$ cat src/rtl/dmr_map.vh
// Address map, field positions, reset values and sizes of the DMA register block.
`ifndef DMR_MAP_VH
`define DMR_MAP_VH

// ----------------------------------------------------------------------------
// Block layout
// ----------------------------------------------------------------------------
`define DMR_MAIN_BASE      10'h000
`define DMR_CHAN0_BASE     10'h040
`define DMR_CHAN_STRIDE    10'h040
`define DMR_CHAN_LAST_BASE 10'h300
`define DMR_NUM_CHAN       12
`define DMR_BLK_LSB        6
`define DMR_BLK_W          4

// ----------------------------------------------------------------------------
// Main block offsets and fields
// ----------------------------------------------------------------------------
`define DMR_OFF_GLOBAL_CTRL 6'h00
`define DMR_OFF_PACKET      6'h04
`define DMR_GC_ACTIVATE     0
`define DMR_GC_SOFT_RESET   1
`define DMR_GC_RESET        1'h0
`define DMR_PACKET_RESET    32'h0000_0000

// ----------------------------------------------------------------------------
// Channel block offsets
// ----------------------------------------------------------------------------
`define DMR_OFF_CH_ENABLE    6'h00
`define DMR_OFF_CH_MEM_START 6'h04
`define DMR_OFF_CH_MEM_END   6'h08
`define DMR_OFF_CH_DEV_ADDR  6'h0c
`define DMR_OFF_CH_CONTROL   6'h10
`define DMR_OFF_CH_INT_STAT  6'h14
`define DMR_OFF_CH_INT_EN    6'h18
`define DMR_OFF_CH_TEST      6'h1c
`define DMR_OFF_CH_SIDE_EN   6'h20
`define DMR_OFF_CH_SIDE_DATA 6'h24
`define DMR_OFF_CH_SIDE_STAT 6'h28
`define DMR_OFF_CH_SIDE_TEST 6'h2c

// ----------------------------------------------------------------------------
// Channel fields and reset values
// ----------------------------------------------------------------------------
`define DMR_CH_ENABLE_BIT  0
`define DMR_INT_W          8
`define DMR_CH_RESET       32'h0000_0000
`define DMR_INT_RESET      8'h00

// ----------------------------------------------------------------------------
// Optional hardware kinds of a channel
// ----------------------------------------------------------------------------
`define DMR_SIDE_NONE      0
`define DMR_SIDE_CRC       1
`define DMR_SIDE_FILL      2
`define DMR_CRC_CHAN       0
`define DMR_FILL_CHAN      1

`endif

$ cat src/rtl/dmr_regs.v
// APB register map of the twelve-channel DMA controller: main block and channels.
//
// Overview of operation
// - Channel address is base plus channel offset plus register offset; main at 000h.
// - Main block holds global control at 00h and packet snapshot at 04h.
// - Writing one to global control bit 1 resets the module; self-clearing, write-only.
// - Global control bit 0 enables the block; clearing it disables all channels.
// - Global enable alone runs no channel; each channel needs its own enable.
// - Packet snapshot is a read-only 32-bit copy of transfer data, reset zero.
// - Each channel has enable, addresses, control, status, int enable, test at 00h-1Ch.
// - Only channel 0 has CRC registers at 20h-2Ch; reserved elsewhere.
// - Only channel 1 has fill registers at 20h-2Ch; reserved elsewhere.
// - A channel runs only while its own enable and the global enable are set.
//
// Added by the designer: the APB interface to the registers.
`timescale 1ns/1ps
module dmr_regs #(
    parameter NUM_CHAN = 12,
    parameter AW       = 10
) (
    // Clock and reset
    input  wire                     pclk,
    input  wire                     presetn,
    // APB slave
    input  wire                     psel,
    input  wire                     penable,
    input  wire                     pwrite,
    input  wire [AW-1:0]            paddr,
    input  wire [31:0]              pwdata,
    output reg  [31:0]              prdata,
    output reg                      pready,
    output reg                      pslverr,
    // Transfer data path
    input  wire [31:0]              packet_data,
    input  wire                     packet_load,
    // Channel status from the transfer engine
    input  wire [NUM_CHAN*8-1:0]    chan_status_set,
    input  wire [31:0]              crc_post_status,
    input  wire [31:0]              fill_status,
    // Channel controls to the transfer engine
    output reg  [NUM_CHAN-1:0]      chan_active,
    output wire [NUM_CHAN*32-1:0]   chan_mem_start,
    output wire [NUM_CHAN*32-1:0]   chan_mem_end,
    output wire [NUM_CHAN*32-1:0]   chan_dev_addr,
    output wire [NUM_CHAN*32-1:0]   chan_control,
    output wire [NUM_CHAN*8-1:0]    chan_int_enable,
    output wire                     crc_enable,
    output wire [31:0]              crc_data,
    output wire                     fill_enable,
    output wire [31:0]              fill_data,
    output reg                      soft_reset_pulse
);
`include "dmr_map.vh"

    // ------------------------------------------------------------------------
    // Address decode helpers.
    // ------------------------------------------------------------------------
    function [`DMR_BLK_W-1:0] blk_of;
        input [AW-1:0] a;
        begin
            blk_of = a[`DMR_BLK_LSB +: `DMR_BLK_W];
        end
    endfunction

    function [5:0] off_of;
        input [AW-1:0] a;
        begin
            off_of = {a[5:2], 2'b00};
        end
    endfunction

    // ------------------------------------------------------------------------
    // State.
    // ------------------------------------------------------------------------
    reg                     activate_reg;
    reg  [31:0]             packet_reg;
    reg  [31:0]             rd_mux;
    wire                    wr_fire;
    wire                    in_range;
    wire [`DMR_BLK_W-1:0]   blk;
    wire [5:0]              off;
    wire [NUM_CHAN*32-1:0]  chan_rdata;
    wire [NUM_CHAN-1:0]     chan_en;
    wire [NUM_CHAN-1:0]     side_en;
    wire [NUM_CHAN*32-1:0]  side_data;

    assign blk      = blk_of(paddr);
    assign off      = off_of(paddr);
    assign in_range = (paddr < (`DMR_CHAN_LAST_BASE + `DMR_CHAN_STRIDE));
    assign wr_fire  = psel && penable && pready && pwrite && in_range;

    // ------------------------------------------------------------------------
    // APB handshake: zero wait states, data staged in the setup cycle.
    // ------------------------------------------------------------------------
    always @(posedge pclk or negedge presetn) begin
        if (!presetn) begin
            pready  <= 1'b0;
            pslverr <= 1'b0;
            prdata  <= 32'h0000_0000;
        end else begin
            pready  <= psel && !penable;
            pslverr <= 1'b0;
            if (psel && !penable && !pwrite)
                prdata <= rd_mux;
            else if (pready)
                prdata <= 32'h0000_0000;
        end
    end

    // ------------------------------------------------------------------------
    // Main block registers.
    // ------------------------------------------------------------------------
    always @(posedge pclk or negedge presetn) begin
        if (!presetn) begin
            activate_reg     <= `DMR_GC_RESET;
            soft_reset_pulse <= 1'b0;
            packet_reg       <= `DMR_PACKET_RESET;
        end else if (soft_reset_pulse) begin
            activate_reg     <= `DMR_GC_RESET;
            soft_reset_pulse <= 1'b0;
            packet_reg       <= `DMR_PACKET_RESET;
        end else begin
            if (wr_fire && blk == 0 && off == `DMR_OFF_GLOBAL_CTRL) begin
                activate_reg     <= pwdata[`DMR_GC_ACTIVATE];
                soft_reset_pulse <= pwdata[`DMR_GC_SOFT_RESET];
            end
            if (packet_load)
                packet_reg <= packet_data;
        end
    end

    // ------------------------------------------------------------------------
    // Channel run gating.
    // ------------------------------------------------------------------------
    always @(posedge pclk or negedge presetn) begin
        if (!presetn)
            chan_active <= {NUM_CHAN{1'b0}};
        else if (soft_reset_pulse)
            chan_active <= {NUM_CHAN{1'b0}};
        else
            chan_active <= chan_en & {NUM_CHAN{activate_reg}};
    end

    // ------------------------------------------------------------------------
    // Channel register blocks.
    // ------------------------------------------------------------------------
    genvar g;
    generate
        for (g = 0; g < NUM_CHAN; g = g + 1) begin : g_chan
            localparam SIDE = (g == `DMR_CRC_CHAN)  ? `DMR_SIDE_CRC :
                              (g == `DMR_FILL_CHAN) ? `DMR_SIDE_FILL :
                                                      `DMR_SIDE_NONE;
            wire [31:0] side_stat_in;
            assign side_stat_in = (g == `DMR_CRC_CHAN)  ? crc_post_status :
                                  (g == `DMR_FILL_CHAN) ? fill_status : 32'h0;
            dmr_chan #(
                .SIDE          (SIDE)
            ) i_dmr_chan (
                .pclk          (pclk),
                .presetn       (presetn),
                .soft_clr      (soft_reset_pulse),
                .wr_en         (wr_fire && blk == g + 1),
                .wr_off        (off),
                .wdata         (pwdata),
                .rd_off        (off),
                .rdata         (chan_rdata[g*32 +: 32]),
                .status_set    (chan_status_set[g*8 +: 8]),
                .side_status   (side_stat_in),
                .enable_reg    (chan_en[g]),
                .mem_start_reg (chan_mem_start[g*32 +: 32]),
                .mem_end_reg   (chan_mem_end[g*32 +: 32]),
                .dev_addr_reg  (chan_dev_addr[g*32 +: 32]),
                .control_reg   (chan_control[g*32 +: 32]),
                .int_en_reg    (chan_int_enable[g*8 +: 8]),
                .side_en_reg   (side_en[g]),
                .side_data_reg (side_data[g*32 +: 32])
            );
        end
    endgenerate

    assign crc_enable  = side_en[`DMR_CRC_CHAN];
    assign crc_data    = side_data[`DMR_CRC_CHAN*32 +: 32];
    assign fill_enable = side_en[`DMR_FILL_CHAN];
    assign fill_data   = side_data[`DMR_FILL_CHAN*32 +: 32];

    // ------------------------------------------------------------------------
    // Read multiplexer across blocks.
    // ------------------------------------------------------------------------
    integer i;
    always @* begin
        rd_mux = 32'h0;
        if (!in_range) begin
            rd_mux = 32'h0;
        end else if (blk == 0) begin
            case (off)
                `DMR_OFF_GLOBAL_CTRL: rd_mux = {31'h0, activate_reg};
                `DMR_OFF_PACKET:      rd_mux = packet_reg;
                default:              rd_mux = 32'h0;
            endcase
        end else begin
            for (i = 0; i < NUM_CHAN; i = i + 1) begin
                if (blk == i + 1)
                    rd_mux = chan_rdata[i*32 +: 32];
            end
        end
    end

endmodule // dmr_regs

$ cat src/rtl/dmr_chan.v
// One channel register block of the DMA register map.
`timescale 1ns/1ps
module dmr_chan #(
    parameter SIDE = 0
) (
    // Clock and reset
    input  wire        pclk,
    input  wire        presetn,
    input  wire        soft_clr,
    // Register access
    input  wire        wr_en,
    input  wire [5:0]  wr_off,
    input  wire [31:0] wdata,
    input  wire [5:0]  rd_off,
    output reg  [31:0] rdata,
    // Hardware status
    input  wire [7:0]  status_set,
    input  wire [31:0] side_status,
    // Configuration out
    output reg         enable_reg,
    output reg  [31:0] mem_start_reg,
    output reg  [31:0] mem_end_reg,
    output reg  [31:0] dev_addr_reg,
    output reg  [31:0] control_reg,
    output reg  [7:0]  int_en_reg,
    output reg         side_en_reg,
    output reg  [31:0] side_data_reg
);
`include "dmr_map.vh"

    reg  [7:0]  int_stat_reg;
    reg  [31:0] test_reg;
    reg  [31:0] side_test_reg;
    wire        has_side = (SIDE != `DMR_SIDE_NONE);

    // ------------------------------------------------------------------------
    // Register writes.
    // ------------------------------------------------------------------------
    always @(posedge pclk or negedge presetn) begin
        if (!presetn) begin
            enable_reg    <= 1'b0;
            mem_start_reg <= `DMR_CH_RESET;
            mem_end_reg   <= `DMR_CH_RESET;
            dev_addr_reg  <= `DMR_CH_RESET;
            control_reg   <= `DMR_CH_RESET;
            int_stat_reg  <= `DMR_INT_RESET;
            int_en_reg    <= `DMR_INT_RESET;
            test_reg      <= `DMR_CH_RESET;
            side_en_reg   <= 1'b0;
            side_data_reg <= `DMR_CH_RESET;
            side_test_reg <= `DMR_CH_RESET;
        end else if (soft_clr) begin
            enable_reg    <= 1'b0;
            mem_start_reg <= `DMR_CH_RESET;
            mem_end_reg   <= `DMR_CH_RESET;
            dev_addr_reg  <= `DMR_CH_RESET;
            control_reg   <= `DMR_CH_RESET;
            int_stat_reg  <= `DMR_INT_RESET;
            int_en_reg    <= `DMR_INT_RESET;
            test_reg      <= `DMR_CH_RESET;
            side_en_reg   <= 1'b0;
            side_data_reg <= `DMR_CH_RESET;
            side_test_reg <= `DMR_CH_RESET;
        end else begin
            // Hardware set wins over a software clear in the same cycle.
            if (wr_en && wr_off == `DMR_OFF_CH_INT_STAT)
                int_stat_reg <= (int_stat_reg & ~wdata[7:0]) | status_set;
            else
                int_stat_reg <= int_stat_reg | status_set;
            if (wr_en) begin
                case (wr_off)
                    `DMR_OFF_CH_ENABLE:    enable_reg    <= wdata[`DMR_CH_ENABLE_BIT];
                    `DMR_OFF_CH_MEM_START: mem_start_reg <= wdata;
                    `DMR_OFF_CH_MEM_END:   mem_end_reg   <= wdata;
                    `DMR_OFF_CH_DEV_ADDR:  dev_addr_reg  <= wdata;
                    `DMR_OFF_CH_CONTROL:   control_reg   <= wdata;
                    `DMR_OFF_CH_INT_EN:    int_en_reg    <= wdata[7:0];
                    `DMR_OFF_CH_TEST:      test_reg      <= wdata;
                    `DMR_OFF_CH_SIDE_EN: begin
                        if (has_side)
                            side_en_reg <= wdata[0];
                    end
                    `DMR_OFF_CH_SIDE_DATA: begin
                        if (has_side)
                            side_data_reg <= wdata;
                    end
                    `DMR_OFF_CH_SIDE_TEST: begin
                        if (has_side)
                            side_test_reg <= wdata;
                    end
                    default: ;
                endcase
            end
        end
    end

    // ------------------------------------------------------------------------
    // Read multiplexer.
    // ------------------------------------------------------------------------
    always @* begin
        case (rd_off)
            `DMR_OFF_CH_ENABLE:    rdata = {31'h0, enable_reg};
            `DMR_OFF_CH_MEM_START: rdata = mem_start_reg;
            `DMR_OFF_CH_MEM_END:   rdata = mem_end_reg;
            `DMR_OFF_CH_DEV_ADDR:  rdata = dev_addr_reg;
            `DMR_OFF_CH_CONTROL:   rdata = control_reg;
            `DMR_OFF_CH_INT_STAT:  rdata = {24'h0, int_stat_reg};
            `DMR_OFF_CH_INT_EN:    rdata = {24'h0, int_en_reg};
            `DMR_OFF_CH_TEST:      rdata = test_reg;
            `DMR_OFF_CH_SIDE_EN:   rdata = has_side ? {31'h0, side_en_reg} : 32'h0;
            `DMR_OFF_CH_SIDE_DATA: rdata = has_side ? side_data_reg : 32'h0;
            `DMR_OFF_CH_SIDE_STAT: rdata = has_side ? side_status : 32'h0;
            `DMR_OFF_CH_SIDE_TEST: rdata = has_side ? side_test_reg : 32'h0;
            default:               rdata = 32'h0;
        endcase
    end

endmodule // dmr_chan

$ cat config.mk
export PLATFORM = sky130hd
export DESIGN_NAME = dmr_regs
export DESIGN_NICKNAME = d
export VERILOG_FILES = /design/src/rtl/dmr_regs.v /design/src/rtl/dmr_chan.v
export VERILOG_INCLUDE_DIRS = /design/src /design/src/rtl
export SDC_FILE = /design/constraint.sdc
export NUM_CORES = 2
export LEC_CHECK = 0
export BUFFER_PORTS_ARGS = -buffer_cell sky130_fd_sc_hd__buf_4
export CORE_AREA = 8 8 758 760
export DETAILED_ROUTE_END_ITERATION = 7
export DIE_AREA = 0 0 766 768
export SYNTH_ARGS = -nofsm -noshare
export SYNTH_HDL_FRONTEND = slang
export SYNTH_SLANG_ARGS = --single-unit
export TNS_END_PERCENT = 10
$ cat constraint.sdc
create_clock -name pclk -period 4.7 [get_ports pclk]
set_input_delay 1.41 -clock pclk [delete_from_list [all_inputs] [get_ports pclk]]
set_output_delay 1.41 -clock pclk [all_outputs]
set_load 0.05 [all_outputs]
==> out/metrics.cfg <==
[synth]
synthArstFlopShare = 1.000
syn_nets = 10865
syn_area_sq_um = 102600
seq_area_frac_synth = 0.5692
ys_types = 84
syn_inst = 10625
synth-seq-cells = 2333
ys_warn_count = 0
syn_avg_cell_area_sq_um = 9.654
synth_ff_type = dfrtp_1
synth_edf_count = 0

[pwr]
total_power_uw = 48890
power.ir.vdd_worst_mv = 0.3012
p_clk_frac = 0.494
intPower_uw = 34890
p_per_area_nw_per_um2 = 339.4
switching_power_uw = 14000
leakagePower_uw = 0.06467
combPwrFrac = 0.090
seqPwrFrac = 0.416
switching_share = 0.2863

[timing]
drv_slew = 0
finalSetupViolCount = 0
post-route-period-util = 0.9099
fmax_mhz = 233.8
finalClockSkew_ns = 0.06904
relSlewSlack = 0.03274
min_period_ns = 4.277
rsz0062_at_grt = false
worst_pin_slew_ns = 1.414
hold_viol_final = 0

[cells_and_area]
final_util = 0.2561
layout-drive-gt1-share = 0.2961
final_common_cell = buf_4
final_nets = 13076
area_growth_pct = 40.43
final_cell_mix = 2758 x buf_4, 2414 x nand2_1, 2332 x dfrtp_1, 2283 x o21ai_0, 424 x a22oi_1
design_area_sq_um = 144000

[floorplanning]
die_w_um = 766
ios = 1985
fp.coreArea_sq_um = 562500
dieArea_sq_um = 588300
initial_core_util = 0.1823
die_h_um = 768
rows = 276

[run]
max-cap-violations = 1

[critical_path]
max_stage_delay_ns = 0.64
critPathArrivalTime_ns = 5.18
r2r_setup_slack_ns = 1.33
path_cells = buf_8 > buf_4 > nor4b_4 > buf_12 > buf_4 > a222oi_1 > buf_4 > o22ai_1 > nor3_1 > buf_4 > o31ai_1 > buf_4 > a211o_1
cp-end-kind = register
cp_slowest_cell = o31ai_1
critPathMaxFanout = 29
crit_top_cell = buf_4
crit_type = in2reg
critPathRequiredTime_ns = 5.61
startpoint_type = input pin

[cts]
cts_resized = 0
post_cts_buffers = 0
cts_root_buf = clkbuf_16
cts_inserted_buffers = 293
clkLatencyLatePin_ns = 1.01
cts_tree = built
cts_hold_buffers = 0
cts.sinks = 2333
cts-htree-levels = 5
clk_pin_slew_worst_paths_ns = 0.07
clockBufferDepth = 4

[min_path]
min_path_type = in2async

[route]
first_pass_iters = 8
wl_mm = 984.8
drc = 16
num_vias = 106415
drt_iter0_drc = 16156
ant_nets = 0
routedWlPerCell_um = 47.66
via_per_inst = 5.150

[global_route]
grt_usage = 0.3205
grt_pass1_vias = 98550
grt_overflow = 0
grt_max_degree = 114
antenna_found_initial = 209
grt_first_pass_wirelength_mm = 1220

[placement]
hpwl_mm = 789.5
place_area_sq_um = 133800
gp_congestion = 1.007
io_buffer_count = 1981

[run_status]
failed_checks = DRC, capacitance limit
status = complete, but fails checks

path summary, 6_finish.rpt:
check	from	endpoint	cells past startpoint
max	paddr[5]	prdata[26]	13
min	presetn	g_chan[0].i_dmr_chan.control_reg[5]	1
max reg2reg	soft_reset_pulse	g_chan[4].i_dmr_chan.int_en_reg[4]	6
min reg2reg	g_chan[0].i_dmr_chan.side_test_reg[26]	g_chan[0].i_dmr_chan.side_test_reg[26]	2
max in group asynchronous	presetn	g_chan[9].i_dmr_chan.test_reg[11]	3
min in group pclk	g_chan[0].i_dmr_chan.side_test_reg[26]	g_chan[0].i_dmr_chan.side_test_reg[26]	2
cell families (layout without fill, tap and decap cells):
group | after synthesis | in the layout | synth area share
compound gates | 3870 | 3870 | 0.2288
buf+inv | 1073 | 3512 | 0.04493
flops | 2333 | 2333 | 0.5692
mux | 385 | 385 | 0.04199
other cells | 1 | 94 | 0.00003656
simple gates | 2963 | 2963 | 0.1151
cells in the mapped netlist (6+ instances only):
| library cell | n | share of area |
|---|---|---|
| nand2_1 | 2488 | 0.091 |
| dfrtp_1 | 2333 | 0.57 |
| o21ai_0 | 2287 | 0.11 |
| clkbuf_1 | 758 | 0.028 |
| a22oi_1 | 424 | 0.031 |
| a21oi_1 | 256 | 0.012 |
| nor2_1 | 240 | 0.0088 |
| mux2i_1 | 218 | 0.021 |
| buf_2 | 191 | 0.0093 |
| a22o_1 | 188 | 0.016 |
| mux2_2 | 143 | 0.016 |
| o22ai_1 | 130 | 0.0079 |
| a222oi_1 | 121 | 0.012 |
| o221ai_1 | 108 | 0.0092 |
| a221oi_1 | 72 | 0.0061 |
| a211oi_1 | 63 | 0.0046 |
| buf_1 | 56 | 0.0020 |
| nand2b_1 | 43 | 0.0026 |
| buf_4 | 35 | 0.0026 |
| o211ai_1 | 32 | 0.0023 |
| nor3_1 | 31 | 0.0015 |
| buf_6 | 28 | 0.0031 |
| o22a_1 | 28 | 0.0024 |
| nand3_1 | 24 | 0.0012 |
| and2_1 | 23 | 0.0014 |
| a2111oi_0 | 21 | 0.0018 |
| mux4_2 | 21 | 0.0046 |
| nor2b_1 | 17 | 0.0010 |
| nand3b_1 | 14 | 0.0010 |
| a211o_1 | 13 | 0.0011 |
| a221o_1 | 13 | 0.0013 |
| a2bb2oi_1 | 13 | 0.0011 |
| a21o_1 | 12 | 0.00088 |
| a31oi_1 | 11 | 0.00067 |
| nor2_2 | 11 | 0.00067 |
| o21ai_1 | 11 | 0.00054 |
| a32oi_1 | 10 | 0.00085 |
| o31ai_1 | 10 | 0.00073 |
| or3_1 | 10 | 0.00061 |
| a311oi_1 | 9 | 0.00077 |
| or2_2 | 9 | 0.00055 |
| or3b_2 | 7 | 0.00060 |
| and3b_1 | 6 | 0.00051 |
| o21a_1 | 6 | 0.00044 |
per-layer routing:
metal	GRT usage	vias to the layer above	part of all wire
li1	-	42317	-
met1	0.3731	54060	0.37
met2	0.4648	8088	0.41
met3	0.1656	1874	0.14
met4	0.1973	76	0.078
met5	0	-	0.00052
metrics by stage:
stage               cells  hold slack [ns]  worst slack [ns]  setup TNS, ns
floorplan           10625           0.4444             1.290              0
global route        20580           0.4418            0.5059              0
global placement    20047           0.4567           -0.7655         -5.117
detailed placement  20047           0.4646           -0.7671         -4.211
finish              20663           0.4263            0.4234              0
CTS                 20570           0.4252            0.3279              0
layout make-up:
class / instances / area, sq um
flip-flops and latches: 2333 / 58380
well taps: 7506 / 9392
diodes: 93 / 232.7
clock inverters: 116 / 1587
repair buffers: 2984 / 25220
fillers: 59996 / 418500
inverters: 5 / 23.77
clock buffers: 407 / 8384
multi-input cells: 7219 / 40820
critical path, delay by kind of cell:
kind                   cells  cell delay (ns)
AO/OA/AOI/OAI              4             1.35
buffers and inverters      7             1.71
AND/OR/NAND/NOR            2             0.55
power groups by stage:
stage,Sequential (uW),Clock [uW],Combinational [uW]
3_3_place_gp,20700,0,4350
4_1_cts,20300,24300,4360
5_1_grt,20300,25000,4440
6_report,20400,24100,4410
3_5_place_dp,20700,0,4360
2_1_floorplan,20900,0,1000
(Power assumes the default switching activity.)
